==> config.mk <==
export PLATFORM = sky130hd
export DESIGN_NAME = csc_status_trigger
export DESIGN_NICKNAME = d
export VERILOG_FILES = /design/src/csc_pkg.sv /design/src/csc_status_trigger.sv
export SDC_FILE = /design/constraint.sdc
export NUM_CORES = 1
export LEC_CHECK = 0
export ABC_CLOCK_PERIOD_IN_PS = 5130
export BUFFER_PORTS_ARGS = -buffer_cell sky130_fd_sc_hd__buf_4
export CORE_MARGIN = 2
export CORE_UTILIZATION = 55
export DETAILED_ROUTE_END_ITERATION = 6
export HOLD_SLACK_MARGIN = 0.1
export PLACE_DENSITY = 0.79
export SLEW_MARGIN = 20
export SYNTH_ARGS = -nofsm -noshare
export SYNTH_HDL_FRONTEND = slang
export SYNTH_SLANG_ARGS = --single-unit
==> constraint.sdc <==
create_clock -name ref_clk_in -period 5.13 [get_ports ref_clk_in]
set_input_delay 0.2565 -clock ref_clk_in [delete_from_list [all_inputs] [get_ports ref_clk_in]]
set_output_delay 0.2565 -clock ref_clk_in [all_outputs]
set_load 0.01 [all_outputs]
==> src/csc_pkg.sv <==
// Register map, field layouts and types of the calibration status block.
package csc_pkg;

	// ****************************************************************
	// Register offsets.
	// ****************************************************************
	localparam logic [7:0] CSC_OFS_STATUS   = 8'h6A;
	localparam logic [7:0] CSC_OFS_PIN_CFG  = 8'h6B;
	localparam logic [7:0] CSC_OFS_SW_TRIG  = 8'h6C;
	localparam logic [7:0] CSC_OFS_LP_CFG   = 8'h6E;
	localparam logic [7:0] CSC_OFS_IRQ_STAT = 8'h78;
	localparam logic [7:0] CSC_OFS_IRQ_MASK = 8'h79;

	// ****************************************************************
	// Reset values.
	// ****************************************************************
	localparam logic [7:0] CSC_RST_PIN_CFG  = 8'h00;
	localparam logic [7:0] CSC_RST_SW_TRIG  = 8'h01;
	localparam logic [7:0] CSC_RST_LP_CFG   = 8'h88;
	localparam logic [7:0] CSC_RST_IRQ_MASK = 8'h00;

	// ****************************************************************
	// Field positions.
	// ****************************************************************
	localparam int CSC_PIN_HW_SEL_BIT = 0;
	localparam int CSC_PIN_SRC_LSB    = 1;
	localparam int CSC_SW_TRIG_BIT    = 0;
	localparam int CSC_IRQ_FG_BIT     = 0;
	localparam int CSC_IRQ_HALT_BIT   = 1;
	localparam int CSC_IRQ_ALARM_BIT  = 2;
	localparam int CSC_IRQ_WAKE_BIT   = 3;
	localparam int CSC_IRQ_WIDTH      = 4;

	// ****************************************************************
	// Low-power delay figures, in clock periods.
	// ****************************************************************
	localparam int CSC_LP_UNIT_CYCLES = 256;
	localparam logic [5:0] CSC_SLEEP_EXP [8] = '{6'h03, 6'h0F, 6'h12, 6'h15,
		6'h18, 6'h1B, 6'h1E, 6'h21};
	localparam logic [5:0] CSC_WAKE_EXP [4] = '{6'h21, 6'h12, 6'h15, 6'h18};
	localparam int CSC_CNT_WIDTH = 48;

	// ****************************************************************
	// Types.
	// ****************************************************************
	typedef enum logic [1:0] {
		CSC_SRC_FG_COMPLETE,
		CSC_SRC_HALTED,
		CSC_SRC_ALARM,
		CSC_SRC_LOW
	} csc_pin_src_type;

	typedef struct packed {
		logic [2:0] lowpower_sleep_delay;
		logic [1:0] lowpower_wake_delay;
		logic       reserved;
		logic       lowpower_trigger_wake;
		logic       lowpower_bg_cal_enable;
	} csc_lp_cfg_type;

	typedef struct packed {
		logic [2:0] reserved;
		logic [2:0] state_code;
		logic       halted;
		logic       foreground_cal_complete;
	} csc_status_type;

	typedef struct packed {
		logic [7:0] addr;
		logic [7:0] wdata;
		logic       wr;
		logic       rd;
	} csc_bus_req_type;

	typedef struct packed {
		logic fg_finished;
		logic fg_skipped;
		logic bg_halted_at_phase;
		logic cal_resumed;
		logic cal_reset;
		logic alarm;
		logic core_cal_done;
	} csc_engine_evt_type;

endpackage

==> src/csc_status_trigger.sv <==
// Calibration status, trigger source and low-power sequencing block.
// Notes on behaviour
// The halted flag sets once background calibration rests at its phase.
// The halted flag clears as soon as calibration runs again.
// With background off, foreground finish or skip sets the halted flag.
// The foreground-complete flag rises when foreground finishes or skips.
// The pin-source field routes complete, halted, alarm or low to the pin.
// Hardware select at 0 takes the software bit and ignores the pin.
// Hardware select at 1 takes the pin and ignores the software bit.
// The software trigger bit stands in for the pin level and resets high.
// Software needing no trigger keeps select at 0 and the bit high.
// Low-power config resets to 0x88; sleep delay 7:5, wake delay 4:3.
// In autonomous mode a core sleeps (2^n + 1) times 256 clocks per code.
// With trigger wake, a core sleeps until the trigger goes low.
// Low-power calibration runs only while background calibration is on.
// Writes to the status register are ignored and leave the flags alone.
`timescale 1ns/1ps
`default_nettype none

module csc_status_trigger #(
	parameter int NUM_CORES      = 3,
	parameter int LP_UNIT_CYCLES = 256,
	parameter int LP_EXP_CUT     = 0
) (
	input  wire logic                        ref_clk_in,
	input  wire logic                        reset_in,
	input  wire csc_pkg::csc_bus_req_type    bus_req_in,
	output var  logic [7:0]                  bus_rdata_out,
	input  wire csc_pkg::csc_engine_evt_type engine_evt_in,
	input  wire logic [2:0]                  state_code_in,
	input  wire logic                        background_cal_enable_in,
	input  wire logic                        cal_trigger_pin_in,
	output var  logic                        cal_trigger_out,
	output var  logic                        cal_state_pin_out,
	output var  logic [NUM_CORES-1:0]        core_sleep_out,
	output var  logic [NUM_CORES-1:0]        core_cal_req_out,
	output var  logic                        irq_out
);
	import csc_pkg::*;

	// ****************************************************************
	// Parameter checks.
	// ****************************************************************
	if (NUM_CORES < 1 || NUM_CORES > 8) begin : g_bad_cores
		$error("NUM_CORES must be 1 to 8.");
	end
	if (LP_UNIT_CYCLES < 1 || LP_UNIT_CYCLES > 256) begin : g_bad_unit
		$error("LP_UNIT_CYCLES must be 1 to 256.");
	end
	if (LP_EXP_CUT < 0 || LP_EXP_CUT > 3) begin : g_bad_cut
		$error("LP_EXP_CUT must be 0 to 3.");
	end

	typedef enum {
		LP_IDLE,
		LP_SLEEP,
		LP_WAKE,
		LP_CAL
	} csc_lp_state_type;

	localparam int CORE_W = 3;

	// ****************************************************************
	// Delay count from a table exponent.
	// ****************************************************************
	function automatic logic [CSC_CNT_WIDTH-1:0] delay_cycles(
		input logic [5:0] exp_code
	);
		logic [5:0]               e;
		logic [CSC_CNT_WIDTH-1:0] base;
		e = (exp_code > 6'(LP_EXP_CUT)) ? exp_code - 6'(LP_EXP_CUT) : 6'h00;
		base = (CSC_CNT_WIDTH'(1) << e) + CSC_CNT_WIDTH'(1);
		delay_cycles = CSC_CNT_WIDTH'(base * CSC_CNT_WIDTH'(LP_UNIT_CYCLES));
	endfunction

	// ****************************************************************
	// Software registers.
	// ****************************************************************
	logic                     hw_sel_r;
	logic                     hw_sel_nxt;
	csc_pin_src_type          pin_src_r;
	csc_pin_src_type          pin_src_nxt;
	logic                     sw_trig_r;
	logic                     sw_trig_nxt;
	csc_lp_cfg_type           lp_cfg_r;
	csc_lp_cfg_type           lp_cfg_nxt;
	logic [CSC_IRQ_WIDTH-1:0] irq_mask_r;
	logic [CSC_IRQ_WIDTH-1:0] irq_mask_nxt;
	logic                     wr_pin;
	logic                     wr_sw;
	logic                     wr_lp;
	logic                     wr_mask;

	always_comb begin
		wr_pin = bus_req_in.wr && bus_req_in.addr == CSC_OFS_PIN_CFG;
		wr_sw = bus_req_in.wr && bus_req_in.addr == CSC_OFS_SW_TRIG;
		wr_lp = bus_req_in.wr && bus_req_in.addr == CSC_OFS_LP_CFG;
		wr_mask = bus_req_in.wr && bus_req_in.addr == CSC_OFS_IRQ_MASK;
		hw_sel_nxt = hw_sel_r;
		pin_src_nxt = pin_src_r;
		sw_trig_nxt = sw_trig_r;
		lp_cfg_nxt = lp_cfg_r;
		irq_mask_nxt = irq_mask_r;
		if (wr_pin) begin
			hw_sel_nxt = bus_req_in.wdata[CSC_PIN_HW_SEL_BIT];
			pin_src_nxt = csc_pin_src_type'(
				bus_req_in.wdata[CSC_PIN_SRC_LSB +: 2]);
		end
		if (wr_sw) begin
			sw_trig_nxt = bus_req_in.wdata[CSC_SW_TRIG_BIT];
		end
		if (wr_lp) begin
			lp_cfg_nxt = csc_lp_cfg_type'(bus_req_in.wdata);
			lp_cfg_nxt.reserved = 1'b0;
		end
		if (wr_mask) begin
			irq_mask_nxt = bus_req_in.wdata[CSC_IRQ_WIDTH-1:0];
		end
	end

	always_ff @(posedge ref_clk_in) begin
		if (reset_in) begin
			hw_sel_r <= CSC_RST_PIN_CFG[CSC_PIN_HW_SEL_BIT];
			pin_src_r <= csc_pin_src_type'(CSC_RST_PIN_CFG[CSC_PIN_SRC_LSB +: 2]);
			sw_trig_r <= CSC_RST_SW_TRIG[CSC_SW_TRIG_BIT];
			lp_cfg_r <= csc_lp_cfg_type'(CSC_RST_LP_CFG);
			irq_mask_r <= CSC_RST_IRQ_MASK[CSC_IRQ_WIDTH-1:0];
		end else begin
			hw_sel_r <= hw_sel_nxt;
			pin_src_r <= pin_src_nxt;
			sw_trig_r <= sw_trig_nxt;
			lp_cfg_r <= lp_cfg_nxt;
			irq_mask_r <= irq_mask_nxt;
		end
	end

	// ****************************************************************
	// Status flags and interrupt status.
	// ****************************************************************
	logic                     fg_cmp_r;
	logic                     fg_cmp_nxt;
	logic                     halted_r;
	logic                     halted_nxt;
	logic                     alarm_r;
	logic                     alarm_nxt;
	logic [CSC_IRQ_WIDTH-1:0] irq_stat_r;
	logic [CSC_IRQ_WIDTH-1:0] irq_stat_nxt;
	logic [CSC_IRQ_WIDTH-1:0] irq_evt;
	logic                     fg_end;
	logic                     halt_set;
	logic                     wake_evt;

	always_comb begin
		fg_end = engine_evt_in.fg_finished || engine_evt_in.fg_skipped;
		halt_set = background_cal_enable_in ?
			engine_evt_in.bg_halted_at_phase : fg_end;
		fg_cmp_nxt = fg_cmp_r;
		halted_nxt = halted_r;
		if (engine_evt_in.cal_reset) begin
			fg_cmp_nxt = 1'b0;
			halted_nxt = 1'b0;
		end
		if (engine_evt_in.cal_resumed) begin
			halted_nxt = 1'b0;
		end
		if (fg_end) begin
			fg_cmp_nxt = 1'b1;
		end
		if (halt_set) begin
			halted_nxt = 1'b1;
		end
		alarm_nxt = engine_evt_in.alarm;
		irq_evt = '0;
		irq_evt[CSC_IRQ_FG_BIT] = fg_cmp_nxt && !fg_cmp_r;
		irq_evt[CSC_IRQ_HALT_BIT] = halted_nxt && !halted_r;
		irq_evt[CSC_IRQ_ALARM_BIT] = engine_evt_in.alarm && !alarm_r;
		irq_evt[CSC_IRQ_WAKE_BIT] = wake_evt;
		irq_stat_nxt = irq_stat_r;
		if (bus_req_in.wr && bus_req_in.addr == CSC_OFS_IRQ_STAT) begin
			irq_stat_nxt = irq_stat_r & ~bus_req_in.wdata[CSC_IRQ_WIDTH-1:0];
		end
		irq_stat_nxt = irq_stat_nxt | irq_evt;
	end

	always_ff @(posedge ref_clk_in) begin
		if (reset_in) begin
			fg_cmp_r <= 1'b0;
			halted_r <= 1'b0;
			alarm_r <= 1'b0;
			irq_stat_r <= '0;
		end else begin
			fg_cmp_r <= fg_cmp_nxt;
			halted_r <= halted_nxt;
			alarm_r <= alarm_nxt;
			irq_stat_r <= irq_stat_nxt;
		end
	end

	// ****************************************************************
	// Trigger source.
	// ****************************************************************
	logic trig_sel;

	always_comb begin
		if (hw_sel_r) begin
			trig_sel = cal_trigger_pin_in;
		end else begin
			trig_sel = sw_trig_r;
		end
	end

	// ****************************************************************
	// Low-power sequencer.
	// ****************************************************************
	csc_lp_state_type         lp_state_r;
	csc_lp_state_type         lp_state_nxt;
	logic [CSC_CNT_WIDTH-1:0] lp_cnt_r;
	logic [CSC_CNT_WIDTH-1:0] lp_cnt_nxt;
	logic [CORE_W-1:0]        core_r;
	logic [CORE_W-1:0]        core_nxt;
	logic                     lp_active;
	logic [CSC_CNT_WIDTH-1:0] sleep_cyc;
	logic [CSC_CNT_WIDTH-1:0] wake_cyc;

	always_comb begin
		lp_active = lp_cfg_r.lowpower_bg_cal_enable &&
			background_cal_enable_in;
		sleep_cyc = delay_cycles(
			CSC_SLEEP_EXP[lp_cfg_r.lowpower_sleep_delay]);
		wake_cyc = delay_cycles(CSC_WAKE_EXP[lp_cfg_r.lowpower_wake_delay]);
		lp_state_nxt = lp_state_r;
		lp_cnt_nxt = lp_cnt_r;
		core_nxt = core_r;
		wake_evt = 1'b0;
		if (!lp_active) begin
			lp_state_nxt = LP_IDLE;
			core_nxt = '0;
		end else begin
			unique case (lp_state_r)
				LP_IDLE: begin
					lp_state_nxt = LP_SLEEP;
					lp_cnt_nxt = sleep_cyc;
				end
				LP_SLEEP: begin
					if (lp_cfg_r.lowpower_trigger_wake) begin
						if (!trig_sel) begin
							wake_evt = 1'b1;
						end
					end else if (lp_cnt_r <= CSC_CNT_WIDTH'(1)) begin
						wake_evt = 1'b1;
					end else begin
						lp_cnt_nxt = lp_cnt_r - CSC_CNT_WIDTH'(1);
					end
					if (wake_evt) begin
						lp_state_nxt = LP_WAKE;
						lp_cnt_nxt = wake_cyc;
					end
				end
				LP_WAKE: begin
					if (lp_cnt_r <= CSC_CNT_WIDTH'(1)) begin
						lp_state_nxt = LP_CAL;
					end else begin
						lp_cnt_nxt = lp_cnt_r - CSC_CNT_WIDTH'(1);
					end
				end
				LP_CAL: begin
					if (engine_evt_in.core_cal_done) begin
						lp_state_nxt = LP_SLEEP;
						lp_cnt_nxt = sleep_cyc;
						if (core_r == CORE_W'(NUM_CORES - 1)) begin
							core_nxt = '0;
						end else begin
							core_nxt = core_r + CORE_W'(1);
						end
					end
				end
			endcase
		end
	end

	always_ff @(posedge ref_clk_in) begin
		if (reset_in) begin
			lp_state_r <= LP_IDLE;
			lp_cnt_r <= '0;
			core_r <= '0;
		end else begin
			lp_state_r <= lp_state_nxt;
			lp_cnt_r <= lp_cnt_nxt;
			core_r <= core_nxt;
		end
	end

	// ****************************************************************
	// Outputs and read data.
	// ****************************************************************
	logic [7:0]           rdata_nxt;
	logic                 pin_nxt;
	logic [NUM_CORES-1:0] sleep_nxt;
	logic [NUM_CORES-1:0] req_nxt;
	csc_status_type       status_view;

	for (genvar i = 0; i < NUM_CORES; i++) begin : g_core
		assign sleep_nxt[i] = (lp_state_nxt == LP_SLEEP) &&
			core_nxt == CORE_W'(i);
		assign req_nxt[i] = (lp_state_nxt == LP_CAL) &&
			core_nxt == CORE_W'(i);
	end

	always_comb begin
		status_view = '0;
		status_view.state_code = state_code_in;
		status_view.halted = halted_r;
		status_view.foreground_cal_complete = fg_cmp_r;
		unique case (pin_src_r)
			CSC_SRC_FG_COMPLETE: pin_nxt = fg_cmp_r;
			CSC_SRC_HALTED:  pin_nxt = halted_r;
			CSC_SRC_ALARM:   pin_nxt = alarm_r;
			CSC_SRC_LOW:     pin_nxt = 1'b0;
		endcase
		rdata_nxt = 8'h00;
		if (bus_req_in.rd) begin
			unique case (bus_req_in.addr)
				CSC_OFS_STATUS:   rdata_nxt = status_view;
				CSC_OFS_PIN_CFG:  rdata_nxt = {5'h00, pin_src_r, hw_sel_r};
				CSC_OFS_SW_TRIG:  rdata_nxt = {7'h00, sw_trig_r};
				CSC_OFS_LP_CFG:   rdata_nxt = lp_cfg_r;
				CSC_OFS_IRQ_STAT: rdata_nxt = 8'(irq_stat_r);
				CSC_OFS_IRQ_MASK: rdata_nxt = 8'(irq_mask_r);
				default:          rdata_nxt = 8'h00;
			endcase
		end
	end

	always_ff @(posedge ref_clk_in) begin
		if (reset_in) begin
			bus_rdata_out <= 8'h00;
			cal_trigger_out <= 1'b1;
			cal_state_pin_out <= 1'b0;
			core_sleep_out <= '0;
			core_cal_req_out <= '0;
			irq_out <= 1'b0;
		end else begin
			bus_rdata_out <= rdata_nxt;
			cal_trigger_out <= trig_sel;
			cal_state_pin_out <= pin_nxt;
			core_sleep_out <= sleep_nxt;
			core_cal_req_out <= req_nxt;
			irq_out <= |(irq_stat_nxt & irq_mask_r);
		end
	end

endmodule

`default_nettype wire

# Word level (Yosys, flattened, before mapping)
# Memories as Yosys holds them, arrays and structs flattened.
# Index checks and enable logic that the tools add are counted.
[word_totals]
register_bits = 122
rom_bits = 48
input_bits = 32
output_inout_bits = 17
elab_cells = 122
memories = 1
[mem_list]
columns = ["name", "words", "width", "read_ports", "rd_ports_with_merged_regs", "wr", "line", "source"]
rows = [
  ["(no name shown)", 8, 6, 1, 0, 0, "csc_status_trigger.sv:229", "CSC_SLEEP_EXP[lp_cfg_r.lowpower_sleep_delay]);"],
]
[classes]
add_sub_neg = 4
n_lt_le_gt_ge = 5
n_eq_ne = 19
n_shift = 2
mux = 38
bitwise = 7
n_reduce_logical = 25
[ops]
columns = ["op", "n"]
rows = [
  ["2-to-1 mux 48 bit", 4],
  ["one-hot mux 48 bit (4 select lines)", 1],
  ["2-to-1 mux 32 bit", 4],
  ["one-hot mux 32 bit (4 select lines)", 1],
  ["equality test 32 x 2 -> 1 bit, second input constant", 3],
  ["adder 40 x 2 -> 40 bit, second input constant", 2],
  ["left shift 1 x 6 -> 40 bit, first input constant", 2],
  ["equality test 8 x 7 -> 1 bit, second input constant", 6],
  ["less-or-equal comparator 48 x 1 -> 1 bit, second input constant", 1],
  ["one-hot mux 8 bit (6 select lines)", 1],
  ["subtractor 48 x 1 -> 48 bit, second input constant", 1],
  ["2-to-1 mux 6 bit", 6],
  ["equality test 32 x 1 -> 1 bit, second input constant", 1],
  ["equality test 32 x 3 -> 1 bit, second input constant", 1],
  ["logical NOT 32 bit", 1],
  ["logical AND 1 bit", 15],
  ["2-to-1 mux 1 bit", 14],
  ["binary-select mux 6 bit (select 2 bit)", 1],
  ["> comparator 6 x 1 -> 1 bit, second input constant", 2],
  ["2-to-1 mux 3 bit", 4],
  ["AND 4 bit", 2],
  ["equality test 3 x 2 -> 1 bit, second input constant", 2],
  ["equality test 2 bit, second input constant", 2],
  ["greater-or-equal comparator 4 bit, second input constant", 1],
  ["20 further kinds", 22],
]

# Longest topological paths before layout
[depth]
depth_word = 10
depth_mapped = 10
mapped_depth_nobuf = 9

# Least setup slack after synthesis
# No wires, ideal clock.
[synth_path]
kind = "register to register"
start = "register lp_cnt_r[42]"
end = "register lp_cnt_r[26]"
setup_ns = 0.117
t_arrival_ns = 2.477
required_ns = 5.013
setup_slack_ns = 2.536
path_stages_with_launch = 8
n_path_buf = 0
synth_period_minus_slack_ns = 2.594
cell_sequence = "dfxtp_1 or4_4 or3_4 nor4_4 a21oi_2 nor3b_1 or3_1 a32o_1"
[synth_between]
elab_chain_cells = 7
word_cells_on_any_way = 11
cone_classes = "1 x order compare; 1 x eq/ne; 8 x mux; 1 x reduce/logical"
[synth_rtl]
columns = ["item", "line", "source"]
rows = [
  ["from (decl)", "csc_status_trigger.sv:217", "logic [CSC_CNT_WIDTH-1:0] lp_cnt_r;"],
  ["from (signal assigned)", "csc_status_trigger.sv:288", "lp_cnt_r <= lp_cnt_nxt;"],
  ["less-or-equal comparator 48 x 1 -> 1 bit (*)", "csc_status_trigger.sv:249, csc_status_trigger.sv:260", ""],
  ["2-to-1 mux 1 bit", "csc_status_trigger.sv:249", "end else if (lp_cnt_r <= CSC_CNT_WIDTH'(1)) begin"],
  ["2-to-1 mux 1 bit", "csc_status_trigger.sv:245", "if (lp_cfg_r.lowpower_trigger_wake) begin"],
  ["2-to-1 mux 1 bit", "csc_status_trigger.sv:239", "unique case (lp_state_r)"],
  ["2-to-1 mux 1 bit", "csc_status_trigger.sv:235", "if (!lp_active) begin"],
  ["2-to-1 mux 48 bit / != test 3 bit (equally long branches)", "--", ""],
  ["one-hot mux 48 bit (4 select lines) / AND reduction 3 bit (equally long branches)", "--", ""],
]
# Every way passes the cells marked *; elsewhere a longest branch is shown, timed or not. The select of a mux whose other input is x is not followed.
# A chain may end at the register's enable or synchronous reset.

# Worst setup path in the final report
[layout_path]
start = "register lp_cnt_r[42]"
end = "register lp_cnt_r[28]"
# The elaborated chain is that of the path after synthesis.

==> impl_metrics.csv <==
group,metric,value,unit
status,status,"finished, final reports clean",
worst_setup_path,cp.arrival,3.94,ns
layout,fin_util,0.7014,
worst_setup_path,crit_fanout,17,
synthesis,synth_top_family_by_area,"simple AND/OR/NAND/NOR gates",
routing,ant_nets,0,
timing,min_period,3.562,ns
routing,dr.pass1.iters,6,
pwr,powerDensity,311.4,nW/µm²
worst_setup_path,worst-path-buf-inv,0,
synthesis,yosys.area_share.xor_xnor,0.02514,
floorplan,ios,49,
clocking,clk_latency,0.53,ns
floorplan,die_height,107.8,µm
timing,rsz0062_at_grt,"no",
routing,drc_errors,0,
pwr,internal_power,1801,µW
clocking,cts_max_level,4,
layout,multi_input_area,3369,µm²
worst_setup_path,slowest_delay,0.82,ns
worst_setup_path,cp_cell_sequence,"or4_4 -> or3_4 -> nor4_4 -> a211oi_1 -> o211ai_1 -> or3_1 -> o311ai_0",
clocking,clk_path_buf_depth,2,
synthesis,synthArstFlopShare,0,
clocking,cts.sinks,122,
synthesis,ys_warn_count,0,
worst_setup_path,critPathCaptureType,"register",
run,maxCapViolations,0,
clocking,ctsRootBufferMaster,"clkbuf_8",
synthesis,synth_simple_gate_area_frac,0.2966,
synthesis,synthAdderAreaFrac,0.01479,
timing,slew-limit-headroom,0.3912,
synthesis,syn_inst,714,
timing,fin_setup_tns,0,ns
pwr,p_sw_frac,0.2048,
synthesis,seq_area_frac_synth,0.4123,
synthesis,yosys_register_bits,122,
pwr,p_sw,463.8,µW
layout,syn_to_final_growth,22.79,%
routing,wire_per_inst,17.88,µm
layout,drive_above_1_share,0.1288,
clocking,path_clk_slew,0.06,ns
hold_path,hp-class,"in -> reg",
timing,finalCritPeriodShare,0.6944,
timing,drv_slew,0,
synthesis,syn_area,5923,µm²
place,place_ws,1.581,ns
timing,skew,0.008700,ns
routing,dr_total_vias,6005,
layout,regArea,2442,µm²
synthesis,synth-edff-count,0,
synthesis,synth.distinct_cells,77,
global_route,grt_pass1_wl,28.02,mm
timing,worst_pin_slew,0.9092,ns
layout,fillCellCount,823,
pwr,p_leak,0.002824,µW
layout,diodes,0,
clocking,cts_tree,"done",
worst_setup_path,crit_family,"simple AND/OR/NAND/NOR gates",
routing,drt-initial-drc-count,758,
pwr,p_clk_frac,0.537,
global_route,grt_max_degree,57,
global_route,antenna_found_initial,0,
place,port_buffers,48,
floorplan,chipWidth,107.8,µm
pwr,p_seq_frac,0.429,
clocking,cts.repair.resized,0,
timing,clock.fmax,280.7,MHz
routing,vias_per_cell,6.314,
place,post-dp-hpwl,11.35,mm
floorplan,dieArea,11620,µm²
worst_setup_path,slowest_stage,"nor4_4",
place,gp_congestion,0.9429,
worst_setup_path,critPathKind,"reg -> reg",
floorplan,initial_core_util,0.5712,
global_route,grt_pass1_vias,5757,
global_route,grt.total_usage,0.3084,
layout,nNetsFinal,842,
synthesis,synthMuxAreaShare,0.02556,
floorplan,core,10370,µm²
timing,finalHoldViolCount,0,
clocking,cts-buffers-inserted,17,
global_route,grt_overflow,0,
timing,fin_ws,1.568,ns
worst_setup_path,cp.required,5.51,ns
synthesis,synth_flop_cell,"dfxtp_1",
pwr,p_comb_frac,0.034,
routing,wl,17.01,mm
synthesis,avgSynthCellArea,8.296,µm²
synthesis,synth_compound_area_frac,0.1861,
worst_setup_path,startpoint_type,"register",
timing,setup_viol,0,
pwr,ir_worst_vdd,0.2983,mV
floorplan,rows,37,
-- sequential cells by signal, summed over array words and instances, names as in the netlist, 2 cells and up --
register	flops
bus_rdata_out	8
irq_stat_r	4
pin_src_r	2
lp_state_r	32
core_sleep_out	3
core_cal_req_out	3
lp_cfg_r	7
irq_mask_r	4
lp_cnt_r	48
core_r	3
-- power by group through the flow --
stage / logic [µW] / registers, µW / clock network [µW]
final: 76.1 / 972 / 1220
after global routing: 83.2 / 973 / 1280
after CTS: 72.7 / 972 / 1230
after detailed placement: 60.8 / 992 / 0
after global placement: 59.4 / 991 / 0
after floorplan: 31.3 / 990 / 0
-- cell families (layout without fill, tap and decap cells) --
logic type / after synthesis / in the layout
AO/OA/AOI/OAI: 168 / 168
multiplexers: 15 / 15
buffers and inverters: 56 / 126
AND/OR/NAND/NOR: 328 / 328
flip-flops: 122 / 122
other: 1 / 32
adder cells (fa/ha/maj): 7 / 7
XOR/XNOR: 17 / 17
-- final cells by class --
type,instances,area share
clock buffers,20,0.05987
inverters,23,0.01187
multi-input cells,567,0.4633
clock inverters,11,0.02357
flip-flops and latches,122,0.3358
repair buffers,72,0.08223
well taps,136,0.02340
-- cell usage after synthesis, types with 6 or more instances --
cell type / instances / area share
a21oi_1: 51 / 0.043
a31oi_1: 18 / 0.019
and3_1: 6 / 0.0063
buf_1: 8 / 0.0051
clkbuf_1: 19 / 0.012
dfxtp_1: 122 / 0.41
ha_1: 7 / 0.015
inv_1: 23 / 0.015
mux2i_1: 14 / 0.024
nand2_1: 53 / 0.034
nand2b_1: 16 / 0.017
nand3_1: 32 / 0.027
nand4_1: 18 / 0.019
nor2_1: 79 / 0.050
nor2b_1: 10 / 0.011
nor3_1: 35 / 0.030
nor4_1: 17 / 0.018
o21ai_0: 30 / 0.025
o32ai_1: 6 / 0.0089
or3_1: 14 / 0.015
xnor2_1: 6 / 0.0089
xor2_1: 11 / 0.016
-- timing repair --
action,4_1_cts,5_1_grt
endpoints found under the hold margin,23,0
endpoints found under the setup margin,0,0
setup buffers,0,0
hold buffers,23,0
-- per-layer routing --
| layer | routed length (µm) | GRT usage | up-vias | share of wire |
|---|---|---|---|---|
| met2 | 8068 | 0.5036 | 341 | 0.47 |
| li1 | - | - | 2787 | - |
| met4 | 658 | 0.1538 | 0 | 0.039 |
| met5 | 0 | 0 | - | 0 |
| met3 | 1380 | 0.07143 | 68 | 0.081 |
| met1 | 6898 | 0.3803 | 2809 | 0.41 |
-- worst paths after layout --
path / start / end / slack [ns] / cells after the start
worst max-delay path: lp_cnt_r[42] / lp_cnt_r[28] / 1.57 / 7
worst min-delay path: background_cal_enable_in / core_sleep_out[0] / 0.13 / 3
worst max register to register: lp_cnt_r[42] / lp_cnt_r[28] / 1.57 / 7
worst min register to register: lp_cnt_r[47] / lp_cnt_r[47] / 0.49 / 2
-- cells in the final DEF (no fill, tap or decap), types with 5 or more instances in the layout --
| cell type | count |
|---|---|
| dfxtp_1 | 122 |
| nor2_1 | 79 |
| nand2_1 | 53 |
| a21oi_1 | 51 |
| buf_4 | 49 |
| nor3_1 | 35 |
| nand3_1 | 32 |
| conb_1 | 32 |
| o21ai_0 | 30 |
| inv_1 | 23 |
| dlygate4sd3_1 | 23 |
| nand4_1 | 18 |
| a31oi_1 | 18 |
| nor4_1 | 17 |
| clkbuf_16 | 16 |
| nand2b_1 | 15 |
| mux2i_1 | 14 |
| or3_1 | 14 |
| xor2_1 | 11 |
| nor2b_1 | 10 |
| ha_1 | 7 |
| and3_1 | 6 |
| xnor2_1 | 6 |
| o32ai_1 | 6 |
| nand3b_1 | 5 |
| or2_2 | 5 |
| or4_1 | 5 |
| o22ai_1 | 5 |
| and4_1 | 5 |
| o211ai_1 | 5 |
| a211oi_1 | 5 |
-- stage by stage --
step	cell area (µm²)	hold WS, ns	std cells	power [µW]
after floorplan	6040	0.3847	745	1021
after CTS	7271	0.1106	951	2275
final	7273	0.1284	951	2265
after detailed placement	6434	0.4833	897	1052
after global placement	6434	0.4690	897	1050
after global routing	7273	0.1438	951	2331
-- worst register-to-register path, cell delays in order (launching register included) --
cell      delay, ns
dfxtp_1        0.35
or4_4          0.56
or3_4          0.38
nor4_4         0.82
a211oi_1       0.18
o211ai_1       0.78
or3_1          0.24
o311ai_0       0.13
Note: power is estimated with default switching activity, not from simulation.
